<file path="config.mk">
export PLATFORM = sky130hd
export DESIGN_NAME = swic_top
export DESIGN_NICKNAME = d
export VERILOG_FILES = /design/src/inc/swic_pkg.sv /design/src/hdl/swic_top.sv
export SDC_FILE = /design/constraint.sdc
export NUM_CORES = 1
export LEC_CHECK = 0
export ABC_AREA = 1
export BUFFER_PORTS_ARGS = -buffer_cell sky130_fd_sc_hd__buf_2
export CORE_MARGIN = 5
export CORE_UTILIZATION = 40
export DETAILED_ROUTE_END_ITERATION = 6
export SYNTH_ARGS = -nofsm -noshare
export SYNTH_HDL_FRONTEND = slang
export SYNTH_SLANG_ARGS = --single-unit
</file>
<file path="constraint.sdc">
create_clock -name mclk -period 3.47 [get_ports mclk]
set_input_delay 0.694 -clock mclk [delete_from_list [all_inputs] [get_ports mclk]]
set_output_delay 0.694 -clock mclk [all_outputs]
set_load 0.01 [all_outputs]
</file>
<file path="src/inc/swic_pkg.sv">
package swic_pkg;

  // ********************************
  // register indices, byte address is four times the index
  // ********************************
  localparam logic [15:0] SWIC_MODE_IDX   = 16'hff60;
  localparam logic [15:0] SWIC_TIMING_IDX = 16'hff63;
  localparam logic [15:0] SWIC_SHIFT_IDX  = 16'hff68;
  localparam logic [15:0] SWIC_SADDR_IDX  = 16'hff69;
  localparam logic [15:0] SWIC_STATUS_IDX = 16'hff6a;
  localparam logic [15:0] SWIC_BITOP_IDX  = 16'hff6b;

  // ********************************
  // field positions and reset values
  // ********************************
  localparam int unsigned SWIC_EN_BIT    = 7;
  localparam int unsigned SWIC_COI_BIT   = 6;
  localparam int unsigned SWIC_CLD_BIT   = 6;
  localparam int unsigned SWIC_SIC_BIT   = 5;
  localparam int unsigned SWIC_ADDRESS_MASK_SELECT_BIT  = 4;
  localparam int unsigned SWIC_CLC_BIT   = 3;
  localparam int unsigned SWIC_WAIT_RELEASE_BIT  = 2;
  localparam logic [7:0]  SWIC_MODE_RST  = 8'h00;
  localparam logic [7:0]  SWIC_TIME_RST  = 8'h00;
  localparam logic [7:0]  SWIC_TIME_WMSK = 8'h3f;
  localparam logic [7:0]  SWIC_MODE_WMSK = 8'hbf;
  localparam logic [1:0]  SWIC_FIELD_8W  = 2'h2;
  localparam logic [1:0]  SWIC_FIELD_9W  = 2'h3;
  localparam logic [1:0]  SWIC_I2C_MODE  = 2'h3;
  localparam logic [3:0]  SWIC_CNT_8     = 4'h8;
  localparam logic [3:0]  SWIC_CNT_9     = 4'h9;

  // ********************************
  // timing: clock 10 MHz, master serial half period
  // ********************************
  localparam int unsigned SWIC_MCLK_NS   = 100;
  localparam int unsigned SWIC_HALF_NS   = 400;
  localparam int unsigned SWIC_HALF_CYC  = (SWIC_HALF_NS + SWIC_MCLK_NS - 1) / SWIC_MCLK_NS;

  // one pin: output level and active-low output enable
  typedef struct packed {
    logic o;
    logic oe_n;
  } swic_pin_t;

endpackage : swic_pkg

</file>
<file path="src/hdl/swic_top.sv">
`timescale 1ns/10ps
module swic_top import swic_pkg::*; #(
  parameter int unsigned HALF_CYC = SWIC_HALF_CYC,
  parameter int unsigned AW       = 20
) (
  // clock and reset
  input  wire logic          mclk,
  input  wire logic          rst,
  // apb slave
  input  wire logic          psel,
  input  wire logic          penable,
  input  wire logic          pwrite,
  input  wire logic [AW-1:0] paddr,
  input  wire logic [31:0]   pwdata,
  output logic [31:0]        prdata,
  output logic               pready,
  output logic               pslverr,
  // pins: clock, data out, data in
  input  wire logic          clk_pin_i,
  input  wire logic          so_pin_i,
  input  wire logic          si_pin_i,
  output swic_pin_t          clk_pin,
  output swic_pin_t          so_pin,
  output swic_pin_t          si_pin,
  // port logic drive for stopped channel, [0]=clk [1]=so [2]=si
  input  swic_pin_t [2:0]    port_drive,
  // events
  output logic               channel_irq_flag,
  output logic               channel_interrupt
);

  // ********************************
  // registers and state
  // ********************************
  logic [7:0] mode_q, timing_q, shift_q, saddr_q;
  logic [3:0] cnt_q;
  logic       busy_q, wait_q, wpend_q, so_q, lvl_q;
  logic       flag_q, irq_q;
  logic [7:0] div_q;
  logic       scl1_q, scl2_q, scl3_q, sda1_q, sda2_q, sda3_q, sdi1_q, sdi2_q;

  // ********************************
  // apb decode
  // ********************************
  wire         wr_acc  = psel & penable & pwrite;
  wire [AW-1:0] a_mode  = AW'({SWIC_MODE_IDX, 2'b00});
  wire [AW-1:0] a_time  = AW'({SWIC_TIMING_IDX, 2'b00});
  wire [AW-1:0] a_shift = AW'({SWIC_SHIFT_IDX, 2'b00});
  wire [AW-1:0] a_saddr = AW'({SWIC_SADDR_IDX, 2'b00});
  wire [AW-1:0] a_stat  = AW'({SWIC_STATUS_IDX, 2'b00});
  wire [AW-1:0] a_bitop = AW'({SWIC_BITOP_IDX, 2'b00});
  wire         hit_mode  = paddr == a_mode;
  wire         hit_time  = paddr == a_time;
  wire         hit_shift = paddr == a_shift;
  wire         hit_saddr = paddr == a_saddr;
  wire         hit_stat  = paddr == a_stat;
  wire         hit_bitop = paddr == a_bitop;
  wire         hit_any   = hit_mode | hit_time | hit_shift | hit_saddr | hit_stat | hit_bitop;

  // bit writes: pwdata[2:0] bit, [3] target timing, [4] value
  wire [7:0]   bit_sel   = 8'h01 << pwdata[2:0];
  wire         bop       = wr_acc & hit_bitop;
  wire [7:0]   mode_bop  = pwdata[4] ? (mode_q | bit_sel) : (mode_q & ~bit_sel);
  wire [7:0]   time_bop  = pwdata[4] ? (timing_q | bit_sel) : (timing_q & ~bit_sel);
  wire         mode_we   = (wr_acc & hit_mode) | (bop & ~pwdata[3]);
  wire         time_we   = (wr_acc & hit_time) | (bop & pwdata[3]);
  wire [7:0]   mode_wv   = hit_bitop ? mode_bop : pwdata[7:0];
  wire [7:0]   time_wv   = hit_bitop ? time_bop : pwdata[7:0];

  // ********************************
  // mode decode
  // ********************************
  wire        en      = mode_q[SWIC_EN_BIT];
  wire        i2c     = mode_q[4:3] == SWIC_I2C_MODE;
  wire        master  = mode_q[1];
  wire [1:0]  field   = timing_q[1:0];
  wire        interrupt_source_select     = timing_q[SWIC_SIC_BIT];
  wire        clock_level_control     = timing_q[SWIC_CLC_BIT];
  wire        wait_on = i2c & field[1];
  wire [3:0]  irq_n   = (i2c && field == SWIC_FIELD_9W) ? SWIC_CNT_9 : SWIC_CNT_8;
  wire [3:0]  last_n  = wait_on ? SWIC_CNT_9 : SWIC_CNT_8;
  wire [3:0]  wait_n  = (field == SWIC_FIELD_8W) ? SWIC_CNT_8 : SWIC_CNT_9;
  wire [7:0]  amask   = timing_q[SWIC_ADDRESS_MASK_SELECT_BIT] ? 8'hfe : 8'hff;
  wire        address_compare_result     = en & (((shift_q ^ saddr_q) & amask) == 8'h00);
  wire        clock_pin_level     = en & scl2_q;

  // ********************************
  // serial clock edges
  // ********************************
  // master toggles only while a transfer or pending wait needs the line
  wire        run     = en & master & (busy_q | wpend_q) & ~wait_q;
  wire        tick    = div_q == 8'(HALF_CYC - 1);
  wire        m_rise  = run & tick & ~lvl_q;
  wire        m_fall  = run & tick & lvl_q;
  wire        s_rise  = en & ~master & scl2_q & ~scl3_q;
  wire        s_fall  = en & ~master & ~scl2_q & scl3_q;
  wire        rise    = m_rise | s_rise;
  wire        fall    = m_fall | s_fall;
  wire [3:0]  cnt_nx  = cnt_q + 4'h1;
  wire        brise   = rise & busy_q;
  wire        din     = i2c ? sda2_q : sdi2_q;
  wire        done    = brise & (cnt_nx == last_n);
  wire        irq_hit = brise & (cnt_nx == irq_n);
  wire        stop_ev = en & i2c & scl2_q & sda2_q & ~sda3_q;
  wire        flag_set = irq_hit | (stop_ev & interrupt_source_select);
  wire        flag_clr = wr_acc & hit_stat & pwdata[0];
  wire        start   = wr_acc & hit_shift & en & ~busy_q & ~wait_q;
  wire        release_w = timing_q[SWIC_WAIT_RELEASE_BIT];

  // ********************************
  // pin synchronisers, third stage only for edge finding
  // ********************************
  always_ff @(posedge mclk) begin
    scl1_q <= clk_pin_i;
    scl2_q <= scl1_q;
    scl3_q <= scl2_q;
    sda1_q <= so_pin_i;
    sda2_q <= sda1_q;
    sda3_q <= sda2_q;
    sdi1_q <= si_pin_i;
    sdi2_q <= sdi1_q;
  end

  // ********************************
  // control registers
  // ********************************
  // wait release self clears once the hold is dropped, or at once if none
  always_ff @(posedge mclk) begin
    if (rst) begin
      mode_q   <= SWIC_MODE_RST;
      timing_q <= SWIC_TIME_RST;
      saddr_q  <= 8'h00;
    end else begin
      if (mode_we) mode_q <= mode_wv & SWIC_MODE_WMSK;
      if (time_we) timing_q <= time_wv & SWIC_TIME_WMSK;
      else if (release_w) timing_q[SWIC_WAIT_RELEASE_BIT] <= 1'b0;
      if (wr_acc && hit_saddr) saddr_q <= pwdata[7:0];
    end
  end

  // ********************************
  // master clock divider and level
  // ********************************
  always_ff @(posedge mclk) begin
    if (rst || !run) div_q <= 8'h00;
    else div_q <= tick ? 8'h00 : div_q + 8'h01;
  end

  always_ff @(posedge mclk) begin
    if (rst || !en) lvl_q <= 1'b1;
    else if (run && tick) lvl_q <= ~lvl_q;
  end

  // ********************************
  // transfer engine
  // ********************************
  // shifting only with the channel enabled, else shift_q is plain storage
  always_ff @(posedge mclk) begin
    if (rst) begin
      shift_q <= 8'h00;
    end else if (wr_acc && hit_shift && !busy_q) begin
      shift_q <= pwdata[7:0];
    end else if (brise && cnt_q < SWIC_CNT_8) begin
      shift_q <= {shift_q[6:0], din};
    end
  end

  always_ff @(posedge mclk) begin
    if (rst || !en) begin
      busy_q  <= 1'b0;
      cnt_q   <= 4'h0;
      so_q    <= 1'b1;
      wpend_q <= 1'b0;
      wait_q  <= 1'b0;
    end else begin
      if (start) begin
        busy_q <= 1'b1;
        cnt_q  <= 4'h0;
        so_q   <= pwdata[7];
      end else if (brise) begin
        cnt_q <= cnt_nx;
        if (done) busy_q <= 1'b0;
      end
      // next bit out on the falling edge, line freed for the ack slot
      if (fall && busy_q && cnt_q != 4'h0) so_q <= (cnt_q < SWIC_CNT_8) ? shift_q[7] : 1'b1;
      if (brise && wait_on && cnt_nx == wait_n) wpend_q <= 1'b1;
      else if (fall && wpend_q) wpend_q <= 1'b0;
      if (fall && wpend_q) wait_q <= 1'b1;
      else if (release_w && wait_q) wait_q <= 1'b0;
    end
  end

  // ********************************
  // interrupt flag, set wins over clear
  // ********************************
  always_ff @(posedge mclk) begin
    if (rst) begin
      flag_q <= 1'b0;
      irq_q  <= 1'b0;
    end else begin
      flag_q <= flag_set | (flag_q & ~flag_clr);
      irq_q  <= flag_set;
    end
  end

  assign channel_irq_flag  = flag_q;
  assign channel_interrupt = irq_q;

  // ********************************
  // pin drive
  // ********************************
  // i2c lines are open drain: only ever pulled low
  wire clk_low_i2c = wait_q | (~busy_q & ~wpend_q & ~clock_level_control) | (master & busy_q & ~lvl_q);
  wire clk_hold_3w = ~i2c & master;
  assign clk_pin = !en ? port_drive[0] :
                   i2c ? '{o: 1'b0, oe_n: ~clk_low_i2c} :
                   '{o: lvl_q, oe_n: ~clk_hold_3w};
  assign so_pin  = !en ? port_drive[1] :
                   i2c ? '{o: 1'b0, oe_n: so_q} :
                   '{o: so_q, oe_n: 1'b0};
  assign si_pin  = !en ? port_drive[2] : '{o: 1'b0, oe_n: 1'b1};

  // ********************************
  // apb read path, zero wait state
  // ********************************
  wire [7:0] mode_rd = {mode_q[7], address_compare_result, mode_q[5:0]};
  wire [7:0] time_rd = {1'b0, clock_pin_level, timing_q[5:0]};
  wire [7:0] stat_rd = {5'h00, wait_q, busy_q, flag_q};
  wire [7:0] rd_mux  = hit_mode  ? mode_rd :
                       hit_time  ? time_rd :
                       hit_shift ? shift_q :
                       hit_saddr ? saddr_q :
                       hit_stat  ? stat_rd : 8'h00;
  assign prdata  = {24'h000000, rd_mux};
  assign pready  = 1'b1;
  assign pslverr = psel & penable & ~hit_any;

  // ********************************
  // checks
  // ********************************
  irq_at_eighth_a: assert property (@(posedge mclk) disable iff (rst)
    (brise && cnt_nx == SWIC_CNT_8 && !(i2c && field == SWIC_FIELD_9W)) |=> irq_q && flag_q)
    else $error("no interrupt at eighth clock");
  irq_at_ninth_a: assert property (@(posedge mclk) disable iff (rst)
    (brise && i2c && field == SWIC_FIELD_9W && cnt_nx == SWIC_CNT_9) |=> irq_q)
    else $error("no interrupt at ninth clock");
  hold_after_wait_a: assert property (@(posedge mclk) disable iff (rst)
    (fall && wpend_q && en && !mode_we) |=> wait_q && !clk_pin.oe_n && !clk_pin.o)
    else $error("clock not held low in wait");
  release_clears_a: assert property (@(posedge mclk) disable iff (rst)
    (release_w && !time_we && en) |=> !release_w && !wait_q)
    else $error("wait release did not clear");
  idle_low_a: assert property (@(posedge mclk) disable iff (rst)
    (en && i2c && !clock_level_control && !busy_q && !wpend_q) |-> !clk_pin.oe_n && !clk_pin.o)
    else $error("idle clock not driven low");
  idle_free_a: assert property (@(posedge mclk) disable iff (rst)
    (en && i2c && clock_level_control && !busy_q && !wait_q && !wpend_q) |-> clk_pin.oe_n)
    else $error("idle clock not released");
  level_off_a: assert property (@(posedge mclk) disable iff (rst)
    (!en && psel && !pwrite && hit_time) |-> prdata[SWIC_CLD_BIT] == 1'b0)
    else $error("pin level shown while disabled");
  bit7_zero_a: assert property (@(posedge mclk) disable iff (rst)
    time_we |=> timing_q[7] == 1'b0)
    else $error("timing bit 7 written");
  stop_flag_a: assert property (@(posedge mclk) disable iff (rst)
    (stop_ev && interrupt_source_select) |=> flag_q)
    else $error("stop condition did not set flag");
  stopped_idle_a: assert property (@(posedge mclk) disable iff (rst)
    !en |=> !busy_q && clk_pin == port_drive[0] || en)
    else $error("stopped channel still active");
  mask_cmp_a: assert property (@(posedge mclk) disable iff (rst)
    (en && timing_q[SWIC_ADDRESS_MASK_SELECT_BIT] && shift_q[7:1] == saddr_q[7:1]) |-> address_compare_result)
    else $error("masked address compare wrong");

  cov_eight_wait_c: cover property (@(posedge mclk) disable iff (rst) $rose(wait_q) && field == SWIC_FIELD_8W);
  cov_nine_wait_c:  cover property (@(posedge mclk) disable iff (rst) $rose(wait_q) && field == SWIC_FIELD_9W);
  cov_release_c:    cover property (@(posedge mclk) disable iff (rst) $fell(wait_q));
  cov_stop_c:       cover property (@(posedge mclk) disable iff (rst) stop_ev && interrupt_source_select);

endmodule : swic_top

</file>
* After elaboration in Yosys (flattened, before gate mapping)
Cells that the tools add are included.
** Operators by class
- $mul :: 0
- Reductions and logical operators :: 29
- Shift-type cells :: 1
- Multiplexer cells :: 31
- Equality and inequality tests :: 13
- Bitwise operators :: 79
- Magnitude comparators :: 1
- Add/sub/neg operators :: 2
- Divide/modulo/power cells :: 0
** Operator list (count)
- equality test 20 x 18 -> 1 bit, second input constant :: 6
- two-way mux 8 bit :: 8
- AND 1 bit :: 42
- AND 8 bit :: 2
- NOT 1 bit :: 16
- two-way mux 1 bit :: 15
- OR 1 bit :: 14
- equality test 4 bit :: 3
- logical AND 1 bit :: 12
- two-way mux 6 bit :: 2
- nonzero test 2 bit :: 6
- two-way mux 2 bit :: 5
- adder 8 x 1 -> 8 bit, second input constant :: 1
- equality test 8 x 2 -> 1 bit, second input constant :: 1
- logical NOT 8 bit :: 1
- NOT 8 bit :: 1
- OR 8 bit :: 1
- left shift 1 x 3 -> 8 bit, first input constant :: 1
- bitwise XOR 8 bit :: 1
- AND 6 bit :: 1
- equality test 2 bit, second input constant :: 3
- OR 6 bit :: 1
- OR reduction 2 bit :: 3
- adder 4 x 1 -> 4 bit, second input constant :: 1
- other kinds (6) :: 9
** Word-level totals
- Bits in writable memories :: 0
- Latch bits :: 0
- Flip-flop bits (word level) :: 56
- ROM bits :: 0
- Word-level logic and storage cells :: 178
- Memories kept :: 0

* Logic depth before layout (Yosys ltp)
Gate-level depths: netlist of run 1.
- Word-level depth :: 11
- Depth in mapped cells :: 12
- Mapped depth without buffers :: 11

* Least setup slack after synthesis of run 1
OpenSTA, ideal clock, no wires.
- Path type :: in2out
- From :: input port paddr[9]
- To :: output port prdata[6]
- Stages :: 9
- Required time :: 2776 ps
- Path slack :: 1020 ps
- Arrival :: 1756 ps
- Path through :: inv_1 > nand2_1 > nor2_1 > nand3_1 > nor2_2 > nand2_2 > inv_1 > nand2_1 > o21ai_0
** On the way
- Word-level cells in the longest chain between the ends :: 5
- Elaborated cells between the ends (all ways) :: 8
** Ends and longest elaborated chain
- from (decl) :: RTL line swic_top.sv:13 : input wire logic [AW-1:0] paddr,
- equality test 20 x 18 -> 1 bit :: RTL line swic_top.sv:55 : wire hit_saddr = paddr == a_saddr;
- two-way mux 8 bit :: RTL line swic_top.sv:232 : hit_saddr ? saddr_q :
- two-way mux 8 bit :: RTL line swic_top.sv:231 : hit_shift ? shift_q :
- two-way mux 8 bit :: RTL line swic_top.sv:230 : hit_time ? time_rd :
- two-way mux 8 bit (*) :: RTL line swic_top.sv:229 : wire [7:0] rd_mux = hit_mode ? mode_rd :
- to (decl) :: RTL line swic_top.sv:15 : output logic [31:0] prdata,
Mark *: on every way between the ends. The rest lies on a longest branch, timed or not.

* Worst setup path in the final report of run 1
- From :: input port paddr[19]
- To :: output port prdata[1]
** On the way
- Word-level cells in the longest chain between the ends :: 6
- Elaborated cells between the ends (all ways) :: 10
** Ends and longest elaborated chain
- equality test 20 x 18 -> 1 bit :: RTL line swic_top.sv:56 : wire hit_stat = paddr == a_stat;
- two-way mux 3 bit :: RTL line swic_top.sv:233 : hit_stat ? stat_rd : 8'h00;
- two-way mux 8 bit :: RTL line swic_top.sv:232
- two-way mux 8 bit :: RTL line swic_top.sv:231
- two-way mux 8 bit :: RTL line swic_top.sv:230
- two-way mux 8 bit (*) :: RTL line swic_top.sv:229
Marks and branches as above.

==> results of run 1 <==
==> power groups by stage <==
| stage | Clock (W) | Combinational, W | Sequential (W) |
|---|---|---|---|
| global placement | 0 | 0.000101 | 0.000664 |
| finish | 0.000359 | 0.000105 | 0.000649 |
| CTS | 0.000364 | 0.000104 | 0.000649 |
| global route | 0.000398 | 0.000117 | 0.000650 |
| detailed placement | 0 | 0.000103 | 0.000664 |
| floorplan | 0 | 0.0000796 | 0.000663 |
==> Yosys cell counts (all sizes together) (2+ instances only) <==
| library cell | instances | share of area |
|---|---|---|
| clkinv | 2 | 0.0020 |
| buf | 33 | 0.065 |
| dfxtp | 56 | 0.29 |
| xor2 | 5 | 0.011 |
| xnor2 | 8 | 0.018 |
| conb | 2 | 0.0020 |
| inv | 81 | 0.080 |
| o21ai | 31 | 0.042 |
| nand4 | 16 | 0.028 |
| nor2 | 84 | 0.095 |
| a21oi | 37 | 0.049 |
| o22ai | 3 | 0.0049 |
| nand2 | 155 | 0.16 |
| nand3 | 70 | 0.10 |
| nor3 | 8 | 0.011 |
| clkbuf | 7 | 0.0069 |
| nand3b | 2 | 0.0039 |
| ha | 3 | 0.0099 |
==> per-stage QoR <==
stage | instance area [sq um] | util | std cells
after detailed placement | 4094 | 0.4410 | 782
after CTS | 4175 | 0.4497 | 789
final | 4175 | 0.4497 | 789
after global routing | 4175 | 0.4497 | 789
after floorplan | 3895 | - | 632
after global placement | 4094 | 0.4410 | 782
==> placed cells by master (no fill, tap or decap), types with 6 or more instances in the layout <==
cell type	count
o21ai_1	8
nand2_1	142
dfxtp_1	56
xnor2_1	8
o21ai_0	22
nand2_2	11
buf_2	58
nand3_1	64
nor3_1	8
conb_1	25
inv_1	74
nor2_1	74
inv_2	7
a21oi_1	37
nor2_2	6
nand4_1	15
==> metal layers <==
layer	vias up	global-route usage	wire length (um)
met4	0	0.04689	151
met3	11	0.02280	433
met5	-	0	0
met2	95	0.3015	4854
met1	1774	0.2469	4829
li1	1989	-	-
==> area by class of cell <==
cell class | count | area, sq um | share of cell area
multi-input cells | 453 | 2187 | 0.5238
flip-flops and latches | 56 | 1121 | 0.2685
repair buffers | 61 | 312.8 | 0.07492
inverters | 83 | 311.5 | 0.07462
well taps | 129 | 161.4 | 0.03866
clock buffers | 5 | 68.82 | 0.01648
clock inverters | 2 | 12.51 | 0.002997
==> worst paths after layout <==
| check | end | from |
|---|---|---|
| setup / recovery | prdata[1] | paddr[19] |
| setup reg to reg | channel_interrupt$_SDFF_PP0_ | busy_q$_SDFFE_PP0P_ |
| hold / removal | sdi2_q$_DFF_P_ | sdi1_q$_DFF_P_ |
| hold reg to reg | sdi2_q$_DFF_P_ | sdi1_q$_DFF_P_ |
==> cell families after synthesis <==
group | Yosys count | synth area share
compound gates | 74 | 0.1015
xor+xnor | 13 | 0.02990
buf+inv | 123 | 0.1541
other cells | 2 | 0.001972
flops | 56 | 0.2944
simple gates | 338 | 0.4083
fa+ha+maj | 3 | 0.009857
==> critical path: stages <==
cell and delay [ns]:
buf_2 0.10, nor2_1 0.13, nand3_2 0.13, nor2_4 0.20
buf_4 0.27, nand3b_1 0.17, inv_1 0.12, nand3_1 0.07
nand2_1 0.08, nand2_1 0.07, nand2_1 0.09, buf_2 0.14
==> summary.txt, run 1 <==
Global route
  • Vias in the first global route: 3546
  • Grt ovf: 0
  • Initial antenna violation count: 0
  • GRT Overall Usage: 0.1811
  • Global-route wire length before repair: 16910 um
  • Largest net degree at the start of global routing: 31

Critical path
  • Crit path DAT: 2.26 ns
  • Worst Reg-to-Reg Cells: 10
  • R2R setup slack: 1.68 ns
  • CP Data Required Time: 2.78 ns
  • Worst Path Max Fanout: 18
  • Startpoint Class: input port
  • CP endpoint kind: output pin
  • Setup CP Type: input port to output pin

Synthesis
  • Synth Instances: 609
  • Mapped Area: 3809 sq um
  • Register area share after synthesis: 0.2943
  • Synth Register Bits: 56
  • Post-synth EDFFs: 0
  • Post-synth cell types: 37
  • Fraction of registers with async set/reset: 0
  • Most used DFF post-synth: dfxtp_1
  • Yosys warns: 0
  • Mapped Avg Cell Area: 6.254 sq um

Timing
  • Clock skew: 0.01235 ns
  • Slew Viols, Final: 0
  • PnR worst setup slack: 0.5112 ns
  • Min cycle time layout: 2.959 ns
  • Part of the cycle the worst path needs: 0.8527
  • Final hold violation count: 0
  • TNS Setup: 0 ns
  • Worst hold slack: 0.3346 ns
  • Number of setup violations in the final report: 0
  • Unrepaired setup endpoints after global routing: false
  • Maximum clock frequency: 338.0 MHz

Status
  • Run status: finished clean

Worst hold path
  • Hold Path Class: flop to flop
  • Hold Path Depth: 0

Pwr
  • P_sw: 0.0002938 W
  • Pwr Density: 266.4 nW/um^2
  • Sequential Power Share: 0.583
  • Clock share of power: 0.322
  • Gate power share: 0.094
  • Pwr Total: 0.001112 W
  • Internal power: 0.0008187 W
  • Pleak: 1.923 nW
  • Peak VDD IR: 0.0002771 V
  • Sw frac: 0.2641

Placement
  • Place WS: 0.5065 ns
  • RePlAce Congestion: 0.8888
  • Final HPWL DP: 8044 um
  • I/O Buffers: 58

Die
  • I/O pin total: 108
  • Area of the die: 11570 sq um
  • Row cnt: 35
  • DIE HEIGHT: 107.6 um
  • CORE AREA: 9284 sq um
  • Die extent in x: 107.6 um
  • Initial Util: 0.4102

Job
  • Max-cap violations: 0

Routing
  • First-iteration detailed-routing DRC count: 232
  • Via-to-Cell Ratio: 4.904
  • DR vias: 3869
  • Wire length per cell: 13.01 um
  • DRC Markers: 0
  • Drt first pass iters: 5
  • Final wirelength: 10270 um
  • Final ANT Viol Nets: 0

Clock tree
  • Htree depth: 2
  • Clock slew at reported path FFs: 0.09 ns
  • Number of CTS-inserted buffers: 5
  • Post-CTS setup repair buffer count: 0
  • Clock Sink Count: 56
  • Skew-Pair Late Insertion Delay: 0.32 ns
  • CTS tree: built
  • Post-cts hold buffer count: 0
  • CTS max path bufs: 2
  • Cts repair resizes: 0
  • Clock Tree Root: clkbuf_8

Finish
  • Fill count: 1013
  • Net count, final: 729
  • Ant diodes: 0
  • Area Growth Syn to Fin: 9.625%
  • Share of cells above drive strength 1: 0.1621
(Power assumes the default switching activity.)
==> run 2, diff against run 1 <==
--- a/config.mk
+++ b/config.mk
@@ -6,7 +6,7 @@
 export NUM_CORES = 1
 export LEC_CHECK = 0
 export ABC_AREA = 1
-export BUFFER_PORTS_ARGS = -buffer_cell sky130_fd_sc_hd__buf_2
+export BUFFER_PORTS_ARGS = -buffer_cell sky130_fd_sc_hd__buf_4
 export CORE_MARGIN = 5
 export CORE_UTILIZATION = 40
 export DETAILED_ROUTE_END_ITERATION = 6
==> summary.txt, run 2 (synthesized netlist as in run 1, its figures left out) <==
Clock tree
  • CTS tree: built
  • Number of CTS-inserted buffers: 5
  • Cts repair resizes: 0
  • Post-cts hold buffer count: 0
  • Clock slew at reported path FFs: 0.10 ns
  • Htree depth: 2
  • Post-CTS setup repair buffer count: 0
  • Clock Tree Root: clkbuf_8
  • Clock Sink Count: 56
  • CTS max path bufs: 2
  • Skew-Pair Late Insertion Delay: 0.31 ns

Timing
  • PnR worst setup slack: 0.4955 ns
  • Min cycle time layout: 2.975 ns
  • Unrepaired setup endpoints after global routing: false
  • Clock skew: 0.005857 ns
  • TNS Setup: 0 ns
  • Final hold violation count: 0
  • Part of the cycle the worst path needs: 0.8572
  • Maximum clock frequency: 336.2 MHz
  • Slew Viols, Final: 0
  • Number of setup violations in the final report: 0

Routing
  • First-iteration detailed-routing DRC count: 259
  • Via-to-Cell Ratio: 4.913
  • Wire length per cell: 13.31 um
  • Final wirelength: 10510 um
  • Drt first pass iters: 6
  • DR vias: 3876
  • Final ANT Viol Nets: 0
  • DRC Markers: 0

Placement
  • DP Area: 4239 sq um
  • DP Cell Count: 782
  • I/O Buffers: 58
  • Place WS: 0.5076 ns
  • Final HPWL DP: 8267 um
  • RePlAce Congestion: 0.8736

Finish
  • Commonest non-fill, non-tap cell in the layout: nand2_1
  • Share of cells above drive strength 1: 0.1621
  • Net count, final: 729
  • Ant diodes: 0
  • Post-Layout Cell Count: 789
  • Final Util: 0.4654
  • Layout Cell Area excl Fill: 4320 sq um
  • Most frequent cells in the layout: nand2_1, inv_1, nor2_1
  • Area Growth Syn to Fin: 13.44%

Die
  • Row cnt: 35
  • CORE AREA: 9284 sq um
  • DIE HEIGHT: 107.6 um
  • Initial Util: 0.4102
  • Area of the die: 11570 sq um
  • I/O pin total: 108
  • Die extent in x: 107.6 um

Critical path
  • Worst Path Max Fanout: 10
  • CP endpoint kind: output pin
  • WP buf/inv: 4
  • Slowest cell on crit path: o21ai_0
  • Cell Chain, Critical Path: buf_4, inv_1, nand2_1, nor2_1, nand3_1, nor2_2, nand2_2, inv_1, nand2_1, o21ai_0, buf_4
  • Slowest stage delay, CP: 0.29 ns
  • Crit path DAT: 2.28 ns
  • Startpoint Class: input port
  • Top Family by Delay on Critical Path: simple AND/OR/NAND/NOR gates
  • Setup CP Type: input port to output pin
  • CP Data Required Time: 2.78 ns

Global route
  • Vias in the first global route: 3530
  • Grt ovf: 0
  • Largest net degree at the start of global routing: 25
  • Initial antenna violation count: 0
  • Global-route wire length before repair: 16970 um
  • GRT Overall Usage: 0.1821

Pwr
  • Peak VDD IR: 0.0001997 V
  • Pwr Density: 260.8 nW/um^2
  • Pleak: 1.963 nW

Worst hold path
  • Hold Path Class: flop to flop

Job
  • Max-cap violations: 0

Status
  • Run status: finished clean
-- run 2: power by group --
group | internal, W | switching [W]
Combinational | 0.0000492 | 0.0000711
Sequential | 0.000647 | 0.00000161
Clock | 0.000138 | 0.000220
-- run 2: path summary, 6_finish.rpt --
check,startpoint,to,slack (ns),cells after the start
worst max-delay path,paddr[9],prdata[6],0.50,11
worst min-delay path,scl1_q$_DFF_P_,scl2_q$_DFF_P_,0.33,0
worst max register to register,busy_q$_SDFFE_PP0P_,shift_q[0]$_SDFFE_PP0P_,1.61,7
worst min register to register,scl1_q$_DFF_P_,scl2_q$_DFF_P_,0.33,0
-- run 2: area by class of cell --
cell class                      count  area, sq um
Fill cell                        1001         4964
Multi-Input combinational cell    453         2187
Sequential cell                    56         1121
Timing Repair Buffer               61        457.9
Inverter                           83        311.5
Tap cell                          129        161.4
Clock buffer                        5        68.82
Clock inverter                      2        12.51
-- run 2: routing by layer --
layer	vias up	global-route usage	wire length, um
li1	1986	-	-
met1	1765	0.2479	4818
met2	108	0.3002	4868
met3	17	0.02400	621
met4	0	0.05320	196
met5	-	0	0
-- run 2: per-stage QoR --
step,total power [W],hold slack [ns]
floorplan,0.0007428,0.3096
global placement,0.0007806,0.3098
finish,0.001127,0.3348
global route,0.001172,0.3476
CTS,0.001134,0.3378
detailed placement,0.0007827,0.3138
==> run 3, diff against run 2 <==
--- a/config.mk
+++ b/config.mk
@@ -7,9 +7,12 @@
 export LEC_CHECK = 0
 export ABC_AREA = 1
 export BUFFER_PORTS_ARGS = -buffer_cell sky130_fd_sc_hd__buf_4
+export CORE_ASPECT_RATIO = 0.9
 export CORE_MARGIN = 5
 export CORE_UTILIZATION = 40
 export DETAILED_ROUTE_END_ITERATION = 6
+export GPL_ROUTABILITY_DRIVEN = 0
+export HOLD_SLACK_MARGIN = 0.06
 export SYNTH_ARGS = -nofsm -noshare
 export SYNTH_HDL_FRONTEND = slang
 export SYNTH_SLANG_ARGS = --single-unit
==> summary.txt, run 3 (synthesized netlist as in run 1, its figures left out) <==
Critical path
  • Cell Chain, Critical Path: buf_4, inv_1, nand2_1, nor2_1, nand3_1, nor2_2, nand2_2, inv_1, nand2_1, o21ai_0, buf_4
  • Worst setup path start: paddr[9]
  • R2R setup slack: 1.67 ns
  • Setup CP Type: input port to output pin
  • Slowest stage delay, CP: 0.28 ns
  • FF-to-FF End: channel_interrupt$_SDFF_PP0_
  • CP endpoint kind: output pin
  • Worst Reg-to-Reg Cells: 10
  • WP buf/inv: 4
  • CP Data Required Time: 2.78 ns
  • Top Family by Delay on Critical Path: simple AND/OR/NAND/NOR gates
  • Critical Path Stages: 11
  • Reg-to-Reg Start: busy_q$_SDFFE_PP0P_
  • Slowest cell on crit path: o21ai_0
  • Startpoint Class: input port
  • Worst Path Max Fanout: 10
  • Crit path DAT: 2.28 ns
  • CP endpoint: prdata[6]

Timing
  • Final hold violation count: 0
  • Number of setup violations in the final report: 0
  • Maximum clock frequency: 336.3 MHz
  • Clock skew: 0.007541 ns
  • TNS Setup: 0 ns
  • Unrepaired setup endpoints after global routing: false
  • Part of the cycle the worst path needs: 0.8570
  • Slew Viols, Final: 0
  • Min cycle time layout: 2.974 ns

Clock tree
  • Clock Sink Count: 56
  • CTS tree: built
  • Cts repair resizes: 0
  • Htree depth: 2
  • Number of CTS-inserted buffers: 5
  • Skew-Pair Late Insertion Delay: 0.32 ns
  • Post-cts hold buffer count: 0
  • CTS max path bufs: 2
  • Post-CTS setup repair buffer count: 0
  • Clock slew at reported path FFs: 0.10 ns
  • Clock Tree Root: clkbuf_8

Job
  • Max-cap violations: 0

Finish
  • Area Growth Syn to Fin: 13.73%
  • Commonest non-fill, non-tap cell in the layout: nand2_1
  • Most frequent cells in the layout: nand2_1, inv_1, nor2_1
  • Post-Layout Cell Count: 784
  • Net count, final: 730
  • Ant diodes: 0
  • Share of cells above drive strength 1: 0.1631

Die
  • Row cnt: 33
  • CORE AREA: 9208 sq um
  • DIE HEIGHT: 102.6 um
  • I/O pin total: 108
  • Area of the die: 11580 sq um
  • Initial Util: 0.4136
  • Die extent in x: 112.9 um

Pwr
  • Pleak: 1.973 nW
  • Pwr Total: 0.001157 W
  • Peak VDD IR: 0.0002071 V
  • Pwr Density: 267.1 nW/um^2

Global route
  • Largest net degree at the start of global routing: 25
  • Vias in the first global route: 3545
  • Global-route wire length before repair: 17220 um
  • GRT Overall Usage: 0.1832
  • Grt ovf: 0
  • Initial antenna violation count: 0

Routing
  • DRC Markers: 0
  • DR vias: 3860
  • Final wirelength: 10510 um
  • Wire length per cell: 13.41 um
  • Drt first pass iters: 6
  • Via-to-Cell Ratio: 4.923
  • First-iteration detailed-routing DRC count: 215
  • Final ANT Viol Nets: 0

Worst hold path
  • Hold Path Class: flop to flop
  • Hold path startpoint: sda1_q$_DFF_P_
  • Hold Path Depth: 0

Placement
  • I/O Buffers: 58
  • Final HPWL DP: 8309 um
  • DP Cell Count: 776

Status
  • Run status: finished clean
==> run 3: area by class of cell <==
cell class	instances	area, sq um
Clock buffer	7	86.33
Inverter	83	311.5
Multi-Input combinational cell	453	2187
Tap cell	122	152.6
Timing Repair Buffer	62	465.4
Sequential cell	56	1121
Clock inverter	1	7.507
Fill cell	989	4876
==> run 3: stage by stage <==
| step | util | cell area (sq um) | worst slack [ns] | hold slack (ns) |
|---|---|---|---|---|
| finish | 0.4704 | 4332 | 0.4962 | 0.3350 |
| global route | 0.4704 | 4332 | 0.2627 | 0.3509 |
| CTS | 0.4704 | 4332 | 0.5092 | 0.3383 |
| detailed placement | 0.4603 | 4238 | 0.5086 | 0.3143 |
| global placement | 0.4603 | 4238 | 0.5415 | 0.3101 |
| floorplan | - | 3895 | 1.020 | 0.3096 |
==> run 3: worst min path at each step <==
| stage | to | slack (ns) |
|---|---|---|
| after global routing | sda2_q$_DFF_P_ | 0.35 |
| after global placement | sda2_q$_DFF_P_ | 0.31 |
| after CTS | sda2_q$_DFF_P_ | 0.34 |
| after detailed placement | sda2_q$_DFF_P_ | 0.31 |
| final | sda2_q$_DFF_P_ | 0.33 |
| after floorplan | scl2_q$_DFF_P_ | 0.31 |
==> run 3: routing by layer <==
layer | routed length (um) | GRT usage
met4 | 178 | 0.04991
met2 | 4634 | 0.2964
met3 | 574 | 0.02993
met5 | 0 | 0
met1 | 5126 | 0.2552
==> run 3: where the power goes <==
| group | internal, W | switching (W) | leakage, nW |
|---|---|---|---|
| Combinational | 0.0000493 | 0.0000711 | 1.47 |
| Sequential | 0.000647 | 0.00000170 | 0.454 |
| Clock | 0.000163 | 0.000225 | 0.0445 |
| Total | 0.000860 | 0.000298 | 1.97 |
